<file path="config.mk">
export PLATFORM = sky130hd
export DESIGN_NAME = fan_dac_thermal_override
export DESIGN_NICKNAME = d
export VERILOG_FILES = /design/src/fan_ovr_pkg.sv /design/src/limit_watch.sv /design/src/fan_dac_thermal_override.sv
export SDC_FILE = /design/constraint.sdc
export NUM_CORES = 1
export LEC_CHECK = 0
export BUFFER_PORTS_ARGS = -buffer_cell sky130_fd_sc_hd__buf_4
export CORE_ASPECT_RATIO = 1.4
export CORE_UTILIZATION = 60
export CTS_BUF_LIST = sky130_fd_sc_hd__clkbuf_2
export CTS_CLUSTER_SIZE = 14
export DETAILED_ROUTE_END_ITERATION = 7
export HOLD_SLACK_MARGIN = 0.15
export PLACE_DENSITY = 0.82
export SETUP_SLACK_MARGIN = 0.3
export SLEW_MARGIN = 20
export SYNTH_ARGS = -nofsm -noshare
export SYNTH_HDL_FRONTEND = slang
export SYNTH_SLANG_ARGS = --single-unit
</file>
<file path="constraint.sdc">
create_clock -name core_clk -period 2.85 [get_ports core_clk]
set_input_delay 0.285 -clock core_clk [delete_from_list [all_inputs] [get_ports core_clk]]
set_output_delay 0.285 -clock core_clk [all_outputs]
set_load 0.02 [all_outputs]
</file>
<file path="src/fan_ovr_pkg.sv">
package fan_ovr_pkg;
	// Register offsets
	localparam logic [7:0] ADDR_USER_LOCAL = 8'h13;
	localparam logic [7:0] ADDR_USER_REMOTE = 8'h14;
	localparam logic [7:0] ADDR_FIXED_LOCAL = 8'h17;
	localparam logic [7:0] ADDR_FIXED_REMOTE = 8'h18;
	localparam logic [7:0] ADDR_FAN_DAC = 8'h19;
	localparam logic [7:0] ADDR_CHAN_MODE = 8'h49;
	localparam logic [7:0] ADDR_CONFIG2 = 8'h4A;
	localparam logic [7:0] ADDR_STATUS = 8'h4B;
	// Reset values, full-scale code and zero read data
	localparam logic [7:0] DAC_RESET = 8'hFF;
	localparam logic [7:0] DAC_FULL = 8'hFF;
	localparam logic [7:0] LOCAL_LIMIT_RESET = 8'h46;
	localparam logic [7:0] REMOTE_LIMIT_RESET = 8'h55;
	localparam logic [1:0] CHAN_MODE_RESET = 2'h0;
	localparam logic [7:0] READ_ZERO = 8'h00;
	// Field positions in the second configuration register
	localparam int LOCK_LOCAL_BIT = 1;
	localparam int LOCK_REMOTE_BIT = 2;
	// Status register fields
	localparam int STAT_OVR_BIT = 0;
	localparam int STAT_PIN_BIT = 1;
	// Override behaviour
	localparam int TRIP_COUNT = 3;
	localparam int CNT_W = 2;
	localparam logic signed [8:0] HYST_DEG = 9'sh005;
	// Sensor identifiers on the measurement port
	localparam logic [1:0] SENS_LOCAL = 2'h0;
	localparam logic [1:0] SENS_REMOTE1 = 2'h1;
	localparam logic [1:0] SENS_REMOTE2 = 2'h2;
	// Number of limit/sensor pairs watched
	localparam int NUM_COND = 6;
endpackage

</file>
<file path="src/limit_watch.sv">
`timescale 1ns/1ps
`default_nettype none
// Watches one limit against one sensor and keeps the trip state
module limit_watch
	import fan_ovr_pkg::*;
(
	// Clock and reset
	input wire logic core_clk,
	input wire logic rst,
	// Measurement of this sensor
	input wire logic meas_hit,
	input wire logic [7:0] meas_temp,
	input wire logic [7:0] limit,
	// Trip state
	output logic tripped_q
);
	logic [CNT_W-1:0] over_cnt_q; // Consecutive over-limit results
	logic [CNT_W-1:0] rel_cnt_q; // Consecutive results below the release point
	logic over; // Result above limit
	logic rel; // Result at least the hysteresis below limit
	localparam logic [CNT_W-1:0] LAST = CNT_W'(TRIP_COUNT - 1);

	// Signed compare; widened so limit minus hysteresis cannot wrap
	always_comb begin
		over = $signed(meas_temp) > $signed(limit);
		rel = $signed({meas_temp[7], meas_temp}) <= ($signed({limit[7], limit}) - HYST_DEG);
	end

	// Counters clear on any result that breaks the run
	always_ff @(posedge core_clk) begin
		if (rst) begin
			over_cnt_q <= '0;
			rel_cnt_q <= '0;
		end else if (meas_hit) begin
			over_cnt_q <= over ? ((over_cnt_q == LAST) ? LAST : over_cnt_q + 1'b1) : '0;
			rel_cnt_q <= rel ? ((rel_cnt_q == LAST) ? LAST : rel_cnt_q + 1'b1) : '0;
		end
	end

	// Trip on the third over result, release on the third cool result
	always_ff @(posedge core_clk) begin
		if (rst) begin
			tripped_q <= 1'b0;
		end else if (meas_hit && !tripped_q && over && over_cnt_q == LAST) begin
			tripped_q <= 1'b1;
		end else if (meas_hit && tripped_q && rel && rel_cnt_q == LAST) begin
			tripped_q <= 1'b0;
		end
	end

	// Trip only ever follows an over-limit result
	trip_cause_a: assert property (@(posedge core_clk) disable iff (rst)
		$rose(tripped_q) |-> $past(meas_hit) && $past(over) && $past(over_cnt_q) == LAST)
		else $error("trip without three over results");
endmodule
`default_nettype wire

</file>
<file path="src/fan_dac_thermal_override.sv">
// Function
// - Hold an eight-bit unsigned fan output code
// - Output code resets to all ones
// - Three consecutive over-limit results force full scale
// - Local result above user local limit trips
// - Either remote above user remote limit trips
// - Local above fixed 70 degree limit trips
// - Either remote above fixed 85 degree trips
// - Release after three results five degrees below
// - Low overtemp pin forces full scale output
// - User limits reset to the fixed values
// - Writing ones to config bits 1,2 locks
// - Lock bits set only, cleared by resets
// - Locked user limits ignore writes
// - Channel mode bits pick tacho or analog
// - Channel mode bits reset to tacho inputs
// - Temperatures are signed two's complement degrees
`timescale 1ns/1ps
`default_nettype none
module fan_dac_thermal_override
	import fan_ovr_pkg::*;
(
	// Clock and power-on reset
	input wire logic core_clk,
	input wire logic rst,
	// Reset pin, active low, synchronous
	input wire logic reset_pin_n,
	// Register port
	input wire logic [7:0] reg_addr,
	input wire logic [7:0] reg_wdata,
	input wire logic reg_wr,
	input wire logic reg_rd,
	output logic [7:0] reg_rdata,
	// Temperature results from the measurement engine
	input wire logic meas_valid,
	input wire logic [1:0] meas_sensor,
	input wire logic [7:0] meas_temp,
	// Overtemperature force pin, active low
	input wire logic overtemp_force_input_n,
	// Converter code and pin mode
	output logic [7:0] dac_out,
	output logic [1:0] chan_mode
);
	// Software-written converter code
	logic [7:0] dac_code_q;
	// User limits
	logic [7:0] user_local_q;
	logic [7:0] user_remote_q;
	// Lock bits: [0] local, [1] remote
	logic [1:0] lock_q;
	// Channel mode bits
	logic [1:0] chan_mode_q;
	// Registered outputs
	logic [7:0] dac_out_q;
	logic [7:0] rdata_q;
	// Override state
	logic [NUM_COND-1:0] trip;
	logic override;
	logic pin_force;
	// Write decode
	logic wr_local;
	logic wr_remote;

	// Fixed limits are wired constants, never writable
	// Software can read them back, but no write address reaches them
	localparam logic [7:0] FIXED_LOCAL = LOCAL_LIMIT_RESET;
	localparam logic [7:0] FIXED_REMOTE = REMOTE_LIMIT_RESET;

	// Per-condition sensor and limit choice
	// Entry n feeds watcher n; user pairs first, fixed pairs after
	logic [1:0] cond_sensor [NUM_COND];
	logic [7:0] cond_limit [NUM_COND];

	always_comb begin
		// Local against user limit
		cond_sensor[0] = SENS_LOCAL;
		cond_limit[0] = user_local_q;
		// Each remote against user remote limit
		cond_sensor[1] = SENS_REMOTE1;
		cond_limit[1] = user_remote_q;
		cond_sensor[2] = SENS_REMOTE2;
		cond_limit[2] = user_remote_q;
		// Local against fixed limit
		cond_sensor[3] = SENS_LOCAL;
		cond_limit[3] = FIXED_LOCAL;
		// Each remote against fixed limit
		cond_sensor[4] = SENS_REMOTE1;
		cond_limit[4] = FIXED_REMOTE;
		cond_sensor[5] = SENS_REMOTE2;
		cond_limit[5] = FIXED_REMOTE;
	end

	// One watcher per limit and sensor pair
	// A shared counter per sensor would let one limit's release hide another's trip
	genvar gi;
	generate
		for (gi = 0; gi < NUM_COND; gi++) begin : g_cond
			limit_watch u_watch (
				.core_clk(core_clk),
				.rst(rst),
				.meas_hit(meas_valid && meas_sensor == cond_sensor[gi]),
				.meas_temp(meas_temp),
				.limit(cond_limit[gi]),
				.tripped_q(trip[gi])
			);
		end
	endgenerate

	// Any tripped watcher forces full scale
	// The pin is not resynchronised; it must already be synchronous to core_clk
	always_comb begin
		override = |trip;
		pin_force = !overtemp_force_input_n;
	end

	// Limit writes are dropped while locked
	// Decoding the lock here keeps the limit processes free of lock detail
	always_comb begin
		wr_local = reg_wr && reg_addr == ADDR_USER_LOCAL && !lock_q[0];
		wr_remote = reg_wr && reg_addr == ADDR_USER_REMOTE && !lock_q[1];
	end

	// User local limit
	always_ff @(posedge core_clk) begin
		if (rst) begin
			user_local_q <= LOCAL_LIMIT_RESET;
		end else if (wr_local) begin
			user_local_q <= reg_wdata;
		end
	end

	// User remote limit
	always_ff @(posedge core_clk) begin
		if (rst) begin
			user_remote_q <= REMOTE_LIMIT_RESET;
		end else if (wr_remote) begin
			user_remote_q <= reg_wdata;
		end
	end

	// Lock bits: only ones stick; zeros written are ignored
	// The reset pin reaches only the locks; the limits keep their values
	always_ff @(posedge core_clk) begin
		if (rst || !reset_pin_n) begin
			lock_q <= '0;
		end else if (reg_wr && reg_addr == ADDR_CONFIG2) begin
			lock_q[0] <= lock_q[0] | reg_wdata[LOCK_LOCAL_BIT];
			lock_q[1] <= lock_q[1] | reg_wdata[LOCK_REMOTE_BIT];
		end
	end

	// Channel mode bits
	// Only the bits live here; the pin switching itself is in the analog front end
	always_ff @(posedge core_clk) begin
		if (rst) begin
			chan_mode_q <= CHAN_MODE_RESET;
		end else if (reg_wr && reg_addr == ADDR_CHAN_MODE) begin
			chan_mode_q <= reg_wdata[1:0];
		end
	end

	// Software converter code; left alone by the override
	// Software reads back its own value even while the output is forced
	always_ff @(posedge core_clk) begin
		if (rst) begin
			dac_code_q <= DAC_RESET;
		end else if (reg_wr && reg_addr == ADDR_FAN_DAC) begin
			dac_code_q <= reg_wdata;
		end
	end

	// Converter output; one flop so the pin sees no decode glitch
	// Trade-off: a force or a release reaches the pin one cycle late
	always_ff @(posedge core_clk) begin
		if (rst) begin
			dac_out_q <= DAC_RESET;
		end else if (override || pin_force) begin
			dac_out_q <= DAC_FULL;
		end else begin
			dac_out_q <= dac_code_q;
		end
	end

	// Read data, valid the cycle after the read strobe
	// Status is live, not latched, so software may miss a short pin pulse
	always_ff @(posedge core_clk) begin
		if (rst) begin
			rdata_q <= READ_ZERO;
		end else if (reg_rd) begin
			case (reg_addr)
				ADDR_USER_LOCAL: rdata_q <= user_local_q;
				ADDR_USER_REMOTE: rdata_q <= user_remote_q;
				ADDR_FIXED_LOCAL: rdata_q <= FIXED_LOCAL;
				ADDR_FIXED_REMOTE: rdata_q <= FIXED_REMOTE;
				ADDR_FAN_DAC: rdata_q <= dac_code_q;
				ADDR_CHAN_MODE: rdata_q <= {6'h00, chan_mode_q};
				ADDR_CONFIG2: begin
					// Only the lock bits exist here
					rdata_q <= READ_ZERO;
					rdata_q[LOCK_LOCAL_BIT] <= lock_q[0];
					rdata_q[LOCK_REMOTE_BIT] <= lock_q[1];
				end
				ADDR_STATUS: begin
					// Live override state for software
					rdata_q <= READ_ZERO;
					rdata_q[STAT_OVR_BIT] <= override;
					rdata_q[STAT_PIN_BIT] <= pin_force;
				end
				default: rdata_q <= READ_ZERO;
			endcase
		end else begin
			// Data stand one cycle only
			rdata_q <= READ_ZERO;
		end
	end

	// Outputs
	// Read data, output code and mode all come straight from flops
	always_comb begin
		reg_rdata = rdata_q;
		dac_out = dac_out_q;
		chan_mode = chan_mode_q;
	end

	// Pin low forces full scale next cycle
	pin_force_a: assert property (@(posedge core_clk) disable iff (rst)
		!overtemp_force_input_n |=> dac_out == 8'hFF)
		else $error("pin did not force full scale");

	// Watcher trip forces full scale next cycle
	trip_force_a: assert property (@(posedge core_clk) disable iff (rst)
		override |=> dac_out == 8'hFF)
		else $error("override did not force full scale");

	// Without any force, the software code is driven
	code_restore_a: assert property (@(posedge core_clk) disable iff (rst)
		!override && overtemp_force_input_n |=> dac_out == $past(dac_code_q))
		else $error("software code not restored");

	// Power-on values of code and limits
	reset_vals_a: assert property (@(posedge core_clk)
		!rst && $past(rst) |-> dac_code_q == DAC_RESET && user_local_q == LOCAL_LIMIT_RESET
		&& user_remote_q == REMOTE_LIMIT_RESET)
		else $error("wrong reset values");

	// Channel mode starts as tacho inputs
	mode_reset_a: assert property (@(posedge core_clk)
		!rst && $past(rst) |-> chan_mode == CHAN_MODE_RESET)
		else $error("channel mode not cleared");

	// Locked limit holds across a write
	lock_hold_a: assert property (@(posedge core_clk) disable iff (rst)
		lock_q[0] && reg_wr && reg_addr == ADDR_USER_LOCAL |=> $stable(user_local_q))
		else $error("locked limit changed");

	// Lock stays set until a reset
	lock_sticky_a: assert property (@(posedge core_clk) disable iff (rst)
		lock_q[1] && reset_pin_n |=> lock_q[1])
		else $error("lock bit cleared by write");

	// Writing a one sets the lock
	lock_set_a: assert property (@(posedge core_clk) disable iff (rst)
		reg_wr && reg_addr == ADDR_CONFIG2 && reg_wdata[1] && reset_pin_n |=> lock_q[0])
		else $error("lock bit not set");

	// Reset pin clears both locks
	lock_clear_a: assert property (@(posedge core_clk) disable iff (rst)
		!reset_pin_n |=> lock_q == 2'h0)
		else $error("reset pin left lock set");

	// Read data return one cycle after the strobe only
	read_gap_a: assert property (@(posedge core_clk) disable iff (rst)
		!reg_rd |=> reg_rdata == 8'h00)
		else $error("read data outside read slot");

	// Power-on reset drives full scale on the next cycle
	dac_reset_a: assert property (@(posedge core_clk)
		rst |=> dac_out == DAC_RESET)
		else $error("output not full scale after reset");

	// Power-on reset loads the user limits with the fixed values
	limit_reset_a: assert property (@(posedge core_clk)
		rst |=> user_local_q == LOCAL_LIMIT_RESET && user_remote_q == REMOTE_LIMIT_RESET)
		else $error("user limits not at reset values");

	// Fixed local limit reads back unchanged
	fixed_local_a: assert property (@(posedge core_clk) disable iff (rst)
		reg_rd && reg_addr == ADDR_FIXED_LOCAL |=> reg_rdata == FIXED_LOCAL)
		else $error("fixed local limit wrong");

	// Fixed remote limit reads back unchanged
	fixed_remote_a: assert property (@(posedge core_clk) disable iff (rst)
		reg_rd && reg_addr == ADDR_FIXED_REMOTE |=> reg_rdata == FIXED_REMOTE)
		else $error("fixed remote limit wrong");

	// Mode write reaches the mode pins
	mode_write_a: assert property (@(posedge core_clk) disable iff (rst)
		reg_wr && reg_addr == ADDR_CHAN_MODE |=> chan_mode == $past(reg_wdata[1:0]))
		else $error("mode write lost");

	// Code write is stored as written
	code_write_a: assert property (@(posedge core_clk) disable iff (rst)
		reg_wr && reg_addr == ADDR_FAN_DAC |=> dac_code_q == $past(reg_wdata))
		else $error("code write lost");

	// Code reads back the software value, forced or not
	code_read_a: assert property (@(posedge core_clk) disable iff (rst)
		reg_rd && reg_addr == ADDR_FAN_DAC |=> reg_rdata == $past(dac_code_q))
		else $error("code read wrong");

	// Writing a one sets the remote lock
	remote_lock_set_a: assert property (@(posedge core_clk) disable iff (rst)
		reg_wr && reg_addr == ADDR_CONFIG2 && reg_wdata[LOCK_REMOTE_BIT] && reset_pin_n |=> lock_q[1])
		else $error("remote lock not set");

	// Local lock stays set until a reset
	local_lock_keep_a: assert property (@(posedge core_clk) disable iff (rst)
		lock_q[0] && reset_pin_n |=> lock_q[0])
		else $error("local lock cleared by write");

	// Locked remote limit holds across a write
	remote_hold_a: assert property (@(posedge core_clk) disable iff (rst)
		lock_q[1] && reg_wr && reg_addr == ADDR_USER_REMOTE |=> $stable(user_remote_q))
		else $error("locked remote limit changed");

	// Unlocked local limit takes the written value
	user_write_a: assert property (@(posedge core_clk) disable iff (rst)
		wr_local |=> user_local_q == $past(reg_wdata))
		else $error("unlocked limit write lost");

	// Lock bits read back at their field positions
	lock_read_a: assert property (@(posedge core_clk) disable iff (rst)
		reg_rd && reg_addr == ADDR_CONFIG2 |=> reg_rdata[LOCK_LOCAL_BIT] == $past(lock_q[0])
		&& reg_rdata[LOCK_REMOTE_BIT] == $past(lock_q[1]))
		else $error("lock read wrong");

	// Status shows the live override and pin state
	status_read_a: assert property (@(posedge core_clk) disable iff (rst)
		reg_rd && reg_addr == ADDR_STATUS |=> reg_rdata[STAT_OVR_BIT] == $past(override)
		&& reg_rdata[STAT_PIN_BIT] == $past(pin_force))
		else $error("status read wrong");

	// Mode bits read back as stored
	mode_read_a: assert property (@(posedge core_clk) disable iff (rst)
		reg_rd && reg_addr == ADDR_CHAN_MODE |=> reg_rdata[1:0] == $past(chan_mode_q))
		else $error("mode read wrong");
endmodule
`default_nettype wire

</file>
==> out/qor.csv <==
stage;metric;value;unit
synth;synth_area_per_cell;8.61;um2
global_routing;grt_antenna_before_repair;0;
pwr;power.leakage;2.10;nW
cells_and_area;finalInstanceArea;5140;um2
critical_path;worst-path-max-fanout;5;
min_path;hold_path.startpoint;meas_sensor[0];
min_path;hp-class;in -> reg;
clock_network;numCtsBuffers;9;
critical_path;r2r-start;user_remote_q[0]$_SDFFE_PP1P_;
synth;synth_compound_area_frac;0.167;
global_routing;grt_usage;0.299;
synth;ys.flop_type;dfxtp_1;
sta;fin_skew;36.7;ps
critical_path;timing.rr.end;g_cond[2].u_watch.tripped_q$_SDFFE_PP0P_;
placement;port_buffers;50;
sta;fin_crit_sh;0.841;
clock_network;cts.sinks;74;
sta;hold_viol;0;
floorplanning;core;6980;um2
sta;rsz0062_at_grt;no;
floorplanning;dieHeight;103;um
placement;detailed_place_hpwl;8120;um
placement;gp_congestion;0.902;
min_path;hold_end;g_cond[1].u_watch.rel_cnt_q[0]$_SDFFE_PP0P_;
sta;fmax;417;MHz
sta;setup_tns;0;ps
critical_path;cp-end-kind;register;
synth;synthXorXnorAreaFrac;0.0241;
drt;drt.antenna.violating_nets;0;
critical_path;critPathKind;reg -> reg;
pwr;p_per_area;355;nW/um2
sta;relSlewSlack;0.644;
critical_path;worstPathArrival;2850;ps
synth;synth_seq_cells;74;
clock_network;worst_skew_pair.late_latency;520;ps
clock_network;cts_setup_buffers;0;
synth;ys_types;55;
global_routing;grt_pass1_vias;3954;
run;max_cap_violations;0;
cells_and_area;drive_gt1_frac;0.180;
clock_network;cts_tree;yes;
floorplanning;die_area;7610;um2
global_routing;grt_pass1_wl;17600;um
pwr;ir_drop;314;uV
critical_path;start_kind;register;
floorplanning;io_pins;51;
synth;synthArstFlopShare;0;
synth;synthAdderAreaFrac;0.172;
floorplanning;dieWidth;74.0;um
drt;vias;4034;
critical_path;r2r_slack;450;ps
floorplanning;start_util;0.624;
placement;post_dp_cell_area;4850;um2
cells_and_area;area_delta_synth_final;17.9;%
sta;setup_ws;452;ps
cells_and_area;final_core_util;0.736;
drt;viasPerCell;5.99;
sta;finalMaxSlewViolations;0;
drt;firstDrtPassIters;7;
cells_and_area;diodes;0;
clock_network;cts_root_buf;clkbuf_2;
sta;max_slew.worst_pin.slew;528;ps
drt;drtIter0Drc;262;
synth;seq_area_frac_synth;0.340;
drt;drc;0;
clock_network;htree_num_levels;3;
synth;yosysWarnings;0;
drt;wl_per_cell;15.7;um
synth;synth_edf_count;0;
critical_path;worstRegToRegCells;11;
placement;pre_cts_slack;372;ps
clock_network;cts_max_path_buffers;2;
global_routing;grt_max_degree;38;
synth;yosys.area_share.simple;0.208;
cells_and_area;nets;667;
global_routing;overflow;0;
min_path;hold_path_depth;5;
synth;synth_top_family_by_area;simple AND/OR/NAND/NOR gates;
sta;fin_crit;2400;ps
synth;synthCells;506;
sta;setup_viol;0;
sta;holdWs;203;ps
synth;synth_mux_area_frac;0.0299;
synth;synth_fp_nets;599;
synth;netlist_area;4360;um2
critical_path;cp.required;3300;ps
run_status;status;completed;
clock_network;cts.clk_slew.worst_paths;240;ps
floorplanning;num_rows;36;
drt;wirelength;10600;um
synthesized netlist by cell type (all sizes together), types with 2 or more instances:
| library cell | n | area (um2) |
|---|---|---|
| a211oi | 3 | 22.5 |
| a21o | 2 | 15.0 |
| a21oi | 29 | 145 |
| a222oi | 2 | 20.0 |
| a22o | 4 | 35.0 |
| a22oi | 20 | 150 |
| a311oi | 3 | 26.3 |
| a31oi | 6 | 37.5 |
| a32o | 2 | 20.0 |
| and3 | 2 | 12.5 |
| and3b | 2 | 18.8 |
| buf | 3 | 26.3 |
| clkbuf | 12 | 45.0 |
| dfxtp | 74 | 1480 |
| ha | 60 | 751 |
| inv | 49 | 184 |
| mux2i | 13 | 130 |
| nand2 | 49 | 184 |
| nand2b | 5 | 31.3 |
| nand3 | 21 | 105 |
| nand3b | 2 | 15.0 |
| nand4 | 5 | 31.3 |
| nor2 | 43 | 161 |
| nor2b | 7 | 43.8 |
| nor3 | 12 | 60.1 |
| nor3b | 2 | 15.0 |
| nor4 | 6 | 73.8 |
| o2111ai | 7 | 61.3 |
| o211ai | 8 | 60.1 |
| o21ai | 11 | 55.1 |
| or2 | 10 | 62.6 |
| or3 | 2 | 12.5 |
| or3b | 2 | 17.5 |
| or4b | 2 | 20.0 |
| xnor2 | 10 | 87.6 |
| xor2 | 2 | 17.5 |
cells in the final DEF (no fill, tap or decap), types with 3 or more instances in the layout:
cell type	netlist	final
nand2_1	49	49
dfxtp_2	0	4
buf_4	0	58
or2_2	10	10
dfxtp_1	74	68
o2111ai_1	7	7
o21ai_0	11	9
mux2i_1	13	13
inv_1	49	49
a31oi_1	6	6
nor2_1	43	41
a311oi_1	3	3
inv_6	0	4
nor3_1	12	10
a22oi_1	20	20
clkbuf_2	0	9
a21oi_1	29	29
nand2b_1	5	5
ha_1	60	60
dlygate4sd3_1	0	14
nand4_1	5	5
nand3_1	21	21
o211ai_1	8	8
nor2b_1	7	6
a22o_1	4	4
nor4_4	2	3
xnor2_1	10	10
a211oi_1	3	3
state kept, by name (all words and copies together), names as in the netlist:
| register | cells |
|---|---|
| g_cond.u_watch.tripped_q | 6 |
| user_local_q | 8 |
| reg_rdata | 8 |
| user_remote_q | 8 |
| chan_mode | 2 |
| g_cond.u_watch.over_cnt_q | 12 |
| lock_q | 2 |
| dac_code_q | 8 |
| dac_out | 8 |
| g_cond.u_watch.rel_cnt_q | 12 |
logic make-up (layout without fill, tap and decap cells):
kind of cell,Yosys count,in the layout
buffers and inverters,64,137
AO/OA/AOI/OAI,106,106
multiplexers,13,13
AND/OR/NAND/NOR,177,177
flip-flops,74,74
XOR/XNOR,12,12
adder cells (fa/ha/maj),60,60
worst max-delay path by stage:
stage                                              from                                           to  depth (start not counted)
after floorplan           user_remote_q[0]$_SDFFE_PP1P_     g_cond[2].u_watch.tripped_q$_SDFFE_PP0P_                          9
after global placement    user_remote_q[0]$_SDFFE_PP1P_     g_cond[1].u_watch.tripped_q$_SDFFE_PP0P_                          9
after detailed placement  user_remote_q[0]$_SDFFE_PP1P_     g_cond[2].u_watch.tripped_q$_SDFFE_PP0P_                          9
after CTS                 user_remote_q[3]$_SDFFE_PP0P_  g_cond[1].u_watch.rel_cnt_q[1]$_SDFFE_PP0P_                         10
after global routing      user_remote_q[3]$_SDFFE_PP0P_     g_cond[1].u_watch.tripped_q$_SDFFE_PP0P_                          9
final                     user_remote_q[0]$_SDFFE_PP1P_     g_cond[2].u_watch.tripped_q$_SDFFE_PP0P_                         11
layer usage:
metal  share of wire  GRT usage  up-vias
li1                -          -     1952
met1            0.37      0.311     1875
met2            0.53      0.548      153
met3           0.048     0.0459       54
met4           0.057      0.192        0
met5               0          0        -
layout make-up:
type | instances | area (um2)
flip-flops and latches | 74 | 1490
well taps | 95 | 119
inverters | 49 | 184
fillers | 526 | 1850
clock buffers | 9 | 45.0
repair buffers | 72 | 576
clock inverters | 7 | 58.8
multi-input cells | 368 | 2660
metrics by stage:
stage / std cells / total power, mW
2_1_floorplan: 506 / 1.19
3_3_place_gp: 644 / 1.27
3_5_place_dp: 644 / 1.28
4_1_cts: 674 / 1.82
5_1_grt: 674 / 1.91
6_report: 674 / 1.82
critical path, cell delays in order (launching register included):
cell and delay [ps]:
dfxtp_4 410, inv_1 70, ha_1 200, nor2_2 50
nor2b_1 200, a21oi_1 100, ha_1 210, a211oi_1 240
nand2_1 150, o221ai_2 260, o2111ai_1 160, a32o_1 270
repair_timing:
action,in CTS,in global routing
hold buffers,14,0
endpoints found under the setup margin,0,9
resized for setup,0,17
endpoints found under the hold margin,37,0
where the power goes:
group          leakage [nW]  internal [mW]  switching, mW  total (mW)
Sequential            0.599           1.04        0.00447        1.05
Combinational          1.44         0.0993          0.132       0.231
Clock                0.0599          0.129          0.415       0.543
Total                  2.10           1.27          0.551        1.82
(Power assumes the default switching activity.)
